`config.mk`:
```
export PLATFORM = sky130hd
export DESIGN_NAME = usb_bulk_endpoint_status
export DESIGN_NICKNAME = d
export VERILOG_FILES = /design/src/verilog/usb_bulk_endpoint_status.v
export VERILOG_INCLUDE_DIRS = /design/src /design/src/verilog
export SDC_FILE = /design/constraint.sdc
export NUM_CORES = 1
export LEC_CHECK = 0
export BUFFER_PORTS_ARGS = -buffer_cell sky130_fd_sc_hd__buf_2
export CORE_AREA = 2 2 71 73
export DETAILED_ROUTE_END_ITERATION = 6
export DIE_AREA = 0 0 73 75
export GPL_ROUTABILITY_DRIVEN = 0
export GPL_TIMING_DRIVEN = 0
export HOLD_SLACK_MARGIN = 0.08
export PLACE_DENSITY = 0.86
export SKIP_CTS_REPAIR_TIMING = 1
export SLEW_MARGIN = 20
export SYNTH_ARGS = -nofsm -noshare
export SYNTH_HDL_FRONTEND = slang
export SYNTH_SLANG_ARGS = --single-unit
```
`constraint.sdc`:
```
create_clock -name i_clock -period 1.55 [get_ports i_clock]
set_input_delay 0.2325 -clock i_clock [delete_from_list [all_inputs] [get_ports i_clock]]
set_output_delay 0.2325 -clock i_clock [all_outputs]
set_load 0.01 [all_outputs]
```
`src/verilog/usb_ep_defs.vh`:
```
// constants for the bulk endpoint status block
// assumes a 32-bit apb slave with byte addresses
`ifndef USB_EP_DEFS_VH
`define USB_EP_DEFS_VH

`define ADDR_RX_CS 12'h000
`define ADDR_TX_CS 12'h004
`define ADDR_CTRL 12'h008
`define ADDR_ISR 12'h00c

// rx endpoint control/status bits
`define RX_SERVICE 0
`define RX_COMPLETE 1
`define RX_ERROR 2
`define RX_SENT_STALL 3
`define RX_FORCE_STALL 4
`define RX_NOT_EMPTY 5

// tx endpoint control/status bits
`define TX_SERVICE 0
`define TX_COMPLETE 1
`define TX_ERROR 2
`define TX_UNDERRUN 3
`define TX_SENT_STALL 4
`define TX_FORCE_STALL 5

// control register mask bits and isr bits
`define RX_INT_MASK 0
`define TX_INT_MASK 1
`define RX_INT_STATUS 0
`define TX_INT_STATUS 1

`define CS_RESET 8'h00
`define CTRL_RESET 2'h3

// fifo sizes and thresholds
`define RX_FIFO_DEPTH 5'd20
`define RX_SERVICE_LEVEL 5'd12
`define TX_FIFO_DEPTH 5'd16
`define TX_SERVICE_LEVEL 5'd8

// handshake codes
`define HS_ACK 2'h0
`define HS_NAK 2'h1
`define HS_STALL 2'h2

`endif

```
`src/verilog/usb_bulk_endpoint_status.v`:
```
// status and control of the bulk out (rx) and in (tx) endpoints
// assumes the usb engine reports token, packet and fifo events as
// one-cycle pulses on i_clock and fifo levels as same-domain counts
//
// What this block does
// - rx service flag when rx fifo holds 12+ of 20 bytes; also dma request
// - set rx complete bit 1 on full out packet; then rx interrupt if unmasked
// - write one clears rx complete; out tokens get nak while it is set
// - rx error bit 2 on crc, stuff or overrun; clears with rx complete
// - oversize out packet gets stall and sets rx sent stall bit 3; w1c
// - rx force stall bit 4 makes every out token stall until cleared
// - rx sent stall sets on entering stall; leave only when both cleared
// - read-only bit 5 shows rx fifo holds unread data
// - bits 7..6 of both endpoint registers read zero
// - tx service flag when tx fifo holds 8 or fewer of 16; also dma request
// - set tx complete bit 1 after packet sent; tx interrupt if unmasked; w1c
// - in tokens get nak while tx complete is set
// - tx error bit 2 when host gives no ack; clears with tx complete
// - underrun shortens packet, corrupts crc, sets bit 3; clears with complete
// - tx sent stall bit 4 on stall issued; clearing it flushes tx fifo
// - tx force stall bit 5 makes every in token stall until cleared
// - tx sent stall sets on entering stall; leave only when both cleared
// - a set mask bit keeps its interrupt status bit from setting
//
// Our own choices: register access over APB and the register addresses.
`timescale 1ns/1ps
`include "usb_ep_defs.vh"

module usb_bulk_endpoint_status (
  // clock and reset
  input wire i_clock,
  input wire i_nrst,
  // apb slave
  input wire i_psel,
  input wire i_penable,
  input wire i_pwrite,
  input wire [11:0] i_paddr,
  input wire [31:0] i_pwdata,
  output reg [31:0] o_prdata,
  output reg o_pready,
  output reg o_pslverr,
  // rx side of the usb engine
  input wire [4:0] i_rx_fifo_level,
  input wire i_out_token,
  input wire i_rx_packet_done,
  input wire i_rx_crc_error,
  input wire i_rx_stuff_error,
  input wire i_rx_overrun,
  input wire i_rx_oversize,
  input wire i_rx_busy,
  output reg [1:0] o_out_handshake,
  output reg o_out_handshake_valid,
  output reg o_rx_dma_req,
  // tx side of the usb engine
  input wire [4:0] i_tx_fifo_level,
  input wire i_in_token,
  input wire i_tx_packet_done,
  input wire i_tx_no_ack,
  input wire i_tx_underrun,
  input wire i_tx_busy,
  output reg [1:0] o_in_handshake,
  output reg o_in_handshake_valid,
  output reg o_tx_dma_req,
  output reg o_tx_corrupt_crc,
  output reg o_tx_flush,
  // interrupt status bits for the shared status register
  output reg o_rx_interrupt_status,
  output reg o_tx_interrupt_status
);

  reg rx_complete_reg;
  reg rx_error_reg;
  reg rx_sent_stall_reg;
  reg rx_force_stall_reg;
  reg rx_stalled_reg;
  reg tx_complete_reg;
  reg tx_error_reg;
  reg tx_underrun_reg;
  reg tx_sent_stall_reg;
  reg tx_force_stall_reg;
  reg tx_stalled_reg;
  reg [1:0] ctrl_reg;
  reg [1:0] isr_reg;
  reg rx_complete_next;
  reg rx_error_next;
  reg rx_sent_stall_next;
  reg rx_force_stall_next;
  reg rx_stalled_next;
  reg tx_complete_next;
  reg tx_error_next;
  reg tx_underrun_next;
  reg tx_sent_stall_next;
  reg tx_force_stall_next;
  reg tx_stalled_next;
  reg tx_flush_next;
  reg [1:0] ctrl_next;
  reg [1:0] isr_next;

  wire rx_service;
  wire rx_not_empty;
  wire tx_service;
  wire wr_access;
  wire rd_access;
  wire wr_rx;
  wire wr_tx;
  wire wr_ctrl;
  wire wr_isr;
  wire rx_stall_event;
  wire rx_packet_take;
  wire tx_packet_take;
  wire rx_complete_clear;
  wire rx_sent_stall_clear;
  wire tx_complete_clear;
  wire tx_sent_stall_clear;
  wire rx_int_set;
  wire tx_int_set;
  wire [7:0] rx_cs_value;
  wire [7:0] tx_cs_value;
  wire rx_enter_stall;
  wire tx_enter_stall;
  wire rx_err_event;
  reg [31:0] rdata_next;
  reg mapped;

  // fifo level flags
  assign rx_service = i_rx_fifo_level >= `RX_SERVICE_LEVEL;
  assign rx_not_empty = i_rx_fifo_level != 5'd0;
  assign tx_service = i_tx_fifo_level <= `TX_SERVICE_LEVEL;

  // zero-wait apb: a write lands on the access edge that sees pready
  assign wr_access = i_psel & i_penable & i_pwrite & o_pready;
  assign rd_access = i_psel & ~i_penable & ~i_pwrite;
  assign wr_rx = wr_access & (i_paddr == `ADDR_RX_CS);
  assign wr_tx = wr_access & (i_paddr == `ADDR_TX_CS);
  assign wr_ctrl = wr_access & (i_paddr == `ADDR_CTRL);
  assign wr_isr = wr_access & (i_paddr == `ADDR_ISR);
  // a zero written to a w1c bit leaves it alone
  assign rx_complete_clear = wr_rx & i_pwdata[`RX_COMPLETE];
  assign rx_sent_stall_clear = wr_rx & i_pwdata[`RX_SENT_STALL];
  assign tx_complete_clear = wr_tx & i_pwdata[`TX_COMPLETE];
  // flush only when a stall was really reported
  assign tx_sent_stall_clear = wr_tx & i_pwdata[`TX_SENT_STALL] & tx_sent_stall_reg;

  // forced stall is entered only while the engine is idle, so a busy
  // transaction finishes before sent stall shows
  assign rx_stall_event = i_rx_oversize & i_out_token;
  assign rx_enter_stall = rx_force_stall_reg & ~rx_stalled_reg & ~i_rx_busy;
  // the in side has no size check, so only force stall stalls it
  assign tx_enter_stall = tx_force_stall_reg & ~tx_stalled_reg & ~i_tx_busy;
  assign rx_err_event = i_rx_crc_error | i_rx_stuff_error | i_rx_overrun;
  // packets that end while stalled are dropped, not reported
  assign rx_packet_take = i_rx_packet_done & ~rx_stalled_reg;
  assign tx_packet_take = i_tx_packet_done & ~tx_stalled_reg;
  assign rx_int_set = rx_packet_take & ~ctrl_reg[`RX_INT_MASK];
  assign tx_int_set = tx_packet_take & ~ctrl_reg[`TX_INT_MASK];

  // bits 7..6 are tied low so reads of them return zero
  assign rx_cs_value[`RX_SERVICE] = rx_service;
  assign rx_cs_value[`RX_COMPLETE] = rx_complete_reg;
  assign rx_cs_value[`RX_ERROR] = rx_error_reg;
  assign rx_cs_value[`RX_SENT_STALL] = rx_sent_stall_reg;
  assign rx_cs_value[`RX_FORCE_STALL] = rx_force_stall_reg;
  assign rx_cs_value[`RX_NOT_EMPTY] = rx_not_empty;
  assign rx_cs_value[7:6] = 2'h0;
  assign tx_cs_value[`TX_SERVICE] = tx_service;
  assign tx_cs_value[`TX_COMPLETE] = tx_complete_reg;
  assign tx_cs_value[`TX_ERROR] = tx_error_reg;
  assign tx_cs_value[`TX_UNDERRUN] = tx_underrun_reg;
  assign tx_cs_value[`TX_SENT_STALL] = tx_sent_stall_reg;
  assign tx_cs_value[`TX_FORCE_STALL] = tx_force_stall_reg;
  assign tx_cs_value[7:6] = 2'h0;

  // read mux
  always @* begin
    rdata_next = 32'h0000_0000;
    mapped = 1'b1;
    case (i_paddr)
      `ADDR_RX_CS: rdata_next[7:0] = rx_cs_value;
      `ADDR_TX_CS: rdata_next[7:0] = tx_cs_value;
      `ADDR_CTRL: rdata_next[1:0] = ctrl_reg;
      `ADDR_ISR: rdata_next[1:0] = isr_reg;
      default: mapped = 1'b0;
    endcase
    // bits 7..6 and above stay zero in every case
  end

  // apb handshake
  always @(posedge i_clock or negedge i_nrst) begin
    if (!i_nrst) begin
      o_prdata <= 32'h0000_0000;
      o_pready <= 1'b0;
      o_pslverr <= 1'b0;
    end else begin
      o_pready <= i_psel & ~i_penable;
      o_pslverr <= i_psel & ~i_penable & ~mapped;
      if (rd_access) begin
        o_prdata <= rdata_next;
      end
    end
  end

  // rx endpoint next state; hardware set wins over software clear
  always @* begin
    rx_complete_next = rx_complete_reg;
    rx_error_next = rx_error_reg;
    rx_sent_stall_next = rx_sent_stall_reg;
    rx_force_stall_next = rx_force_stall_reg;
    rx_stalled_next = rx_stalled_reg;
    if (rx_packet_take) begin
      rx_complete_next = 1'b1;
      if (rx_err_event) begin
        rx_error_next = 1'b1;
      end
    end else if (rx_complete_clear) begin
      rx_complete_next = 1'b0;
      rx_error_next = 1'b0;
    end
    if (wr_rx) begin
      rx_force_stall_next = i_pwdata[`RX_FORCE_STALL];
    end
    if (rx_stall_event | rx_enter_stall) begin
      rx_sent_stall_next = 1'b1;
      rx_stalled_next = 1'b1;
    end else begin
      if (rx_sent_stall_clear) begin
        rx_sent_stall_next = 1'b0;
      end
      // stall is left one cycle after both bits read zero
      if (~rx_sent_stall_reg & ~rx_force_stall_reg) begin
        rx_stalled_next = 1'b0;
      end
    end
  end

  always @(posedge i_clock or negedge i_nrst) begin
    if (!i_nrst) begin
      rx_complete_reg <= 1'b0;
      rx_error_reg <= 1'b0;
      rx_sent_stall_reg <= 1'b0;
      rx_force_stall_reg <= 1'b0;
      rx_stalled_reg <= 1'b0;
    end else begin
      rx_complete_reg <= rx_complete_next;
      rx_error_reg <= rx_error_next;
      rx_sent_stall_reg <= rx_sent_stall_next;
      rx_force_stall_reg <= rx_force_stall_next;
      rx_stalled_reg <= rx_stalled_next;
    end
  end

  // tx endpoint next state; hardware set wins over software clear
  always @* begin
    tx_complete_next = tx_complete_reg;
    tx_error_next = tx_error_reg;
    tx_underrun_next = tx_underrun_reg;
    tx_sent_stall_next = tx_sent_stall_reg;
    tx_force_stall_next = tx_force_stall_reg;
    tx_stalled_next = tx_stalled_reg;
    tx_flush_next = 1'b0;
    if (tx_packet_take) begin
      tx_complete_next = 1'b1;
      if (i_tx_no_ack) begin
        tx_error_next = 1'b1;
      end
      if (i_tx_underrun) begin
        tx_underrun_next = 1'b1;
      end
    end else if (tx_complete_clear) begin
      tx_complete_next = 1'b0;
      tx_error_next = 1'b0;
      tx_underrun_next = 1'b0;
    end
    if (wr_tx) begin
      tx_force_stall_next = i_pwdata[`TX_FORCE_STALL];
    end
    if (tx_enter_stall) begin
      tx_sent_stall_next = 1'b1;
      tx_stalled_next = 1'b1;
    end else begin
      if (tx_sent_stall_clear) begin
        tx_sent_stall_next = 1'b0;
        tx_flush_next = 1'b1;
      end
      if (~tx_sent_stall_reg & ~tx_force_stall_reg) begin
        tx_stalled_next = 1'b0;
      end
    end
  end

  always @(posedge i_clock or negedge i_nrst) begin
    if (!i_nrst) begin
      tx_complete_reg <= 1'b0;
      tx_error_reg <= 1'b0;
      tx_underrun_reg <= 1'b0;
      tx_sent_stall_reg <= 1'b0;
      tx_force_stall_reg <= 1'b0;
      tx_stalled_reg <= 1'b0;
      o_tx_flush <= 1'b0;
    end else begin
      tx_complete_reg <= tx_complete_next;
      tx_error_reg <= tx_error_next;
      tx_underrun_reg <= tx_underrun_next;
      tx_sent_stall_reg <= tx_sent_stall_next;
      tx_force_stall_reg <= tx_force_stall_next;
      tx_stalled_reg <= tx_stalled_next;
      o_tx_flush <= tx_flush_next;
    end
  end

  // mask and interrupt status; masked events never set status
  always @* begin
    ctrl_next = ctrl_reg;
    isr_next = isr_reg;
    if (wr_ctrl) begin
      ctrl_next = i_pwdata[1:0];
    end
    if (wr_isr) begin
      isr_next = isr_reg & ~i_pwdata[1:0];
    end
    // a new event wins over a clear in the same cycle
    if (rx_int_set) begin
      isr_next[`RX_INT_STATUS] = 1'b1;
    end
    if (tx_int_set) begin
      isr_next[`TX_INT_STATUS] = 1'b1;
    end
  end

  always @(posedge i_clock or negedge i_nrst) begin
    if (!i_nrst) begin
      ctrl_reg <= `CTRL_RESET;
      isr_reg <= 2'h0;
    end else begin
      ctrl_reg <= ctrl_next;
      isr_reg <= isr_next;
    end
  end

  // handshake answers and registered outputs
  always @(posedge i_clock or negedge i_nrst) begin
    if (!i_nrst) begin
      o_out_handshake <= `HS_ACK;
      o_out_handshake_valid <= 1'b0;
      o_in_handshake <= `HS_ACK;
      o_in_handshake_valid <= 1'b0;
      o_rx_dma_req <= 1'b0;
      o_tx_dma_req <= 1'b0;
      o_tx_corrupt_crc <= 1'b0;
      o_rx_interrupt_status <= 1'b0;
      o_tx_interrupt_status <= 1'b0;
    end else begin
      o_out_handshake_valid <= i_out_token;
      if (rx_stalled_reg | rx_force_stall_reg | rx_stall_event) begin
        o_out_handshake <= `HS_STALL;
      end else if (rx_complete_reg) begin
        o_out_handshake <= `HS_NAK;
      end else begin
        o_out_handshake <= `HS_ACK;
      end
      o_in_handshake_valid <= i_in_token;
      if (tx_stalled_reg | tx_force_stall_reg) begin
        o_in_handshake <= `HS_STALL;
      end else if (tx_complete_reg) begin
        o_in_handshake <= `HS_NAK;
      end else begin
        o_in_handshake <= `HS_ACK;
      end
      o_rx_dma_req <= rx_service;
      o_tx_dma_req <= tx_service;
      // engine cuts the packet short when it sees this
      o_tx_corrupt_crc <= i_tx_underrun & i_tx_busy;
      o_rx_interrupt_status <= isr_reg[`RX_INT_STATUS];
      o_tx_interrupt_status <= isr_reg[`TX_INT_STATUS];
    end
  end

endmodule

```
==> summary.md <==
| Metric | Value |
|---|---|
| Outcome | complete, but fails checks |
| Failing checks | negative setup slack |
| Mapped Cells | 152 |
| Via density | 4.50 |
| RSZ-0062 raised after global routing | yes |
| Setup TNS | -2000 ps |
| I/O Pins | 117 |
| Hpwl dp | 2.92 mm |
| Worst Path Required | 1720 ps |
| Final net count | 324 |
| Crit Path Category | in2reg |
| Final Instance Area | 2310 um2 |
| Worst skew pair latency | 290 ps |
| Vias in the first global route | 1234 |
| Maxcap violations | 0 |
| Final Hold Viols | 0 |
| Placed Area | 2160 um2 |
| Crit path buf inv count | 1 |
| Number of flip-flops in the largest register | 6 |
| GR Util All Layers | 0.139 |
| Layout cells sized above 1 | 0.480 |
| Grt met3 use | 0.0589 |
| GRT met2 Usage | 0.224 |
| Post-Syn Area | 1680 um2 |
| Worst path cell trace | buf_6 > or4_4 > or4_4 > nor3_4 > mux2_4 |
| Starting Density | 0.359 |
| Largest net degree at the start of global routing | 36 |
| Clk sinks | 35 |
| Worst setup margin | -328 ps |
| Leading cell type in the layout, fill and taps excluded | buf_2 |
| Initial antenna violation count | 0 |
| WP data arrival | 2050 ps |
| Max Clk Rate | 0.532 GHz |
| Hold Crit Class | in2async |
| DRC errors left | 0 |
| Tcrit/Tclk final | 1.21 |
| Yosys warns | 0 |
| Final Critical Period | 1880 ps |
| CP startpoint kind | input pin |
| Die area | 5480 um2 |
| Synthesized area per cell | 11.0 um2 |
| CTS buffer count | 5 |
| Max Buffers Root-to-Sink | 2 |
| CTS H-tree lvls | 2 |
| M1 GR Usage | 0.162 |
| EDFF count, synth | 0 |
| Cell area power density | 768 nW/um2 |
| R2R setup slack | -160 ps |
| Synth unique cells | 39 |
| Placed Cells | 294 |
| Chip width | 73 um |
| Worst IR Drop VDD | 308 uV |
| Via count | 1376 |
| CP peak stage delay | 590 ps |
| Crit path max-delay family | simple AND/OR/NAND/NOR gates |
| Slowest CP cell | or4_4 |
| Layout fillers | 438 |
| Post-Layout Cell Count | 306 |
| Seq/Total Area, Yosys | 0.524 |
| ANT nets after route | 0 |
| Worst slew pin tran | 765 ps |
| First-pass GRT wire length | 5.57 mm |
| Ys async rst share | 1.00 |
| Final setup fails | 16 |
| Drt wl/cell | 12.3 um |
| Total grt overflow | 0 |
| Grt peak-use layer | met2 |
| Leak Pwr | 0.00120 uW |
| I/O Buffers | 63 |
| Final wirelength | 3.76 mm |
| Max Clock Skew | 5.87 ps |
| Largest register by flop count | o_prdata |
| Row cnt | 25 |
| Antenna diodes | 0 |
| CTS tree | yes |
| Layout Utilization | 0.496 |
| Rel. slew slack | 0.490 |
| Cell repeated most along the worst path | or4_4 |
| CTS root buffer | clkbuf_8 |
| Reg clk slew, reported paths | 60 ps |
| 1st-iter DRT viols | 73 |
| P&R area growth vs syn | 38.0% |
| CORE AREA | 4660 um2 |
| Crit. End Element | flop |
| Fin. max-slew vios | 0 |
| Most frequent cells in the layout | 63 x buf_2, 33 x dfrtp_1, 30 x buf_4 |
| Top FF cell, synth | dfrtp_1 |
| Number of synthesized register bits | 35 |
| Critical path peak fanout | 3 |
| Total power draw | 1780 uW |
| Die height | 75 um |
| Drt first pass iters | 4 |
-- per-layer routing --
metal / wire length, um / part of all wire
met5: 0 / 0
met4: 59 / 0.016
met3: 313 / 0.083
met2: 1830 / 0.49
met1: 1560 / 0.41
-- cell type report --
class,instances,area [um2],share of cell area
multi-input combinational,110,696,0.301
timing repair buffer,69,378,0.163
sequential,35,878,0.380
tap,54,67.6,0.0292
inverter,3,11.3,0.00487
clock buffer,6,72.6,0.0314
buffer,29,209,0.0904
-- worst paths after layout --
check	startpoint	to	cells past startpoint
worst min register to register	isr_reg[0]	o_rx_interrupt_status	0
max in group asynchronous	i_nrst	o_out_handshake[1]	1
min in group i_clock	i_tx_fifo_level[4]	o_tx_dma_req	2
worst max register to register	o_pready	rx_force_stall_reg	4
worst max-delay path	i_paddr[8]	rx_force_stall_reg	5
worst min-delay path	i_nrst	o_tx_interrupt_status	1
-- cell usage after synthesis (2+ instances only) --
cell type	count	area, um2
dfrtp_1	33	826
buf_4	26	195
o21ai_0	12	60.1
nand2_1	10	37.5
nor2_1	6	22.5
nand2b_1	5	31.3
mux2_2	4	45.0
nor2b_1	4	25.0
a31oi_1	3	18.8
inv_1	3	11.3
mux2i_1	3	30.0
nand3_1	3	15.0
a21o_1	2	15.0
a21oi_1	2	10.0
a22o_1	2	17.5
and2_1	2	12.5
buf_2	2	10.0
dfstp_2	2	52.6
nand4_1	2	12.5
nor4_1	2	12.5
or2_2	2	12.5
or3_1	2	12.5
or3_4	2	22.5
or4_1	2	15.0
or4_4	2	22.5
-- through the flow --
step | hold slack (ps) | setup slack [ps]
6_report | 16.3 | -328
5_1_grt | 85.2 | -351
4_1_cts | 42.5 | -299
3_5_place_dp | 349 | -603
3_3_place_gp | 338 | -588
2_1_floorplan | -63.1 | -392
-- where the power goes --
part	leakage [uW]	switching, uW	internal (uW)	total (uW)
registers	0.000402	5.54	929	934
logic	0.000764	118	121	239
clock network	0.0000371	304	299	603
-- kinds of logic after synthesis --
logic type | count (synthesis) | synth area share
other cells | 1 | 0.00224
flops | 35 | 0.524
buf+inv | 32 | 0.131
simple gates | 49 | 0.178
compound gates | 26 | 0.0963
mux | 9 | 0.0672
Note: power is estimated with default switching activity, not from simulation.
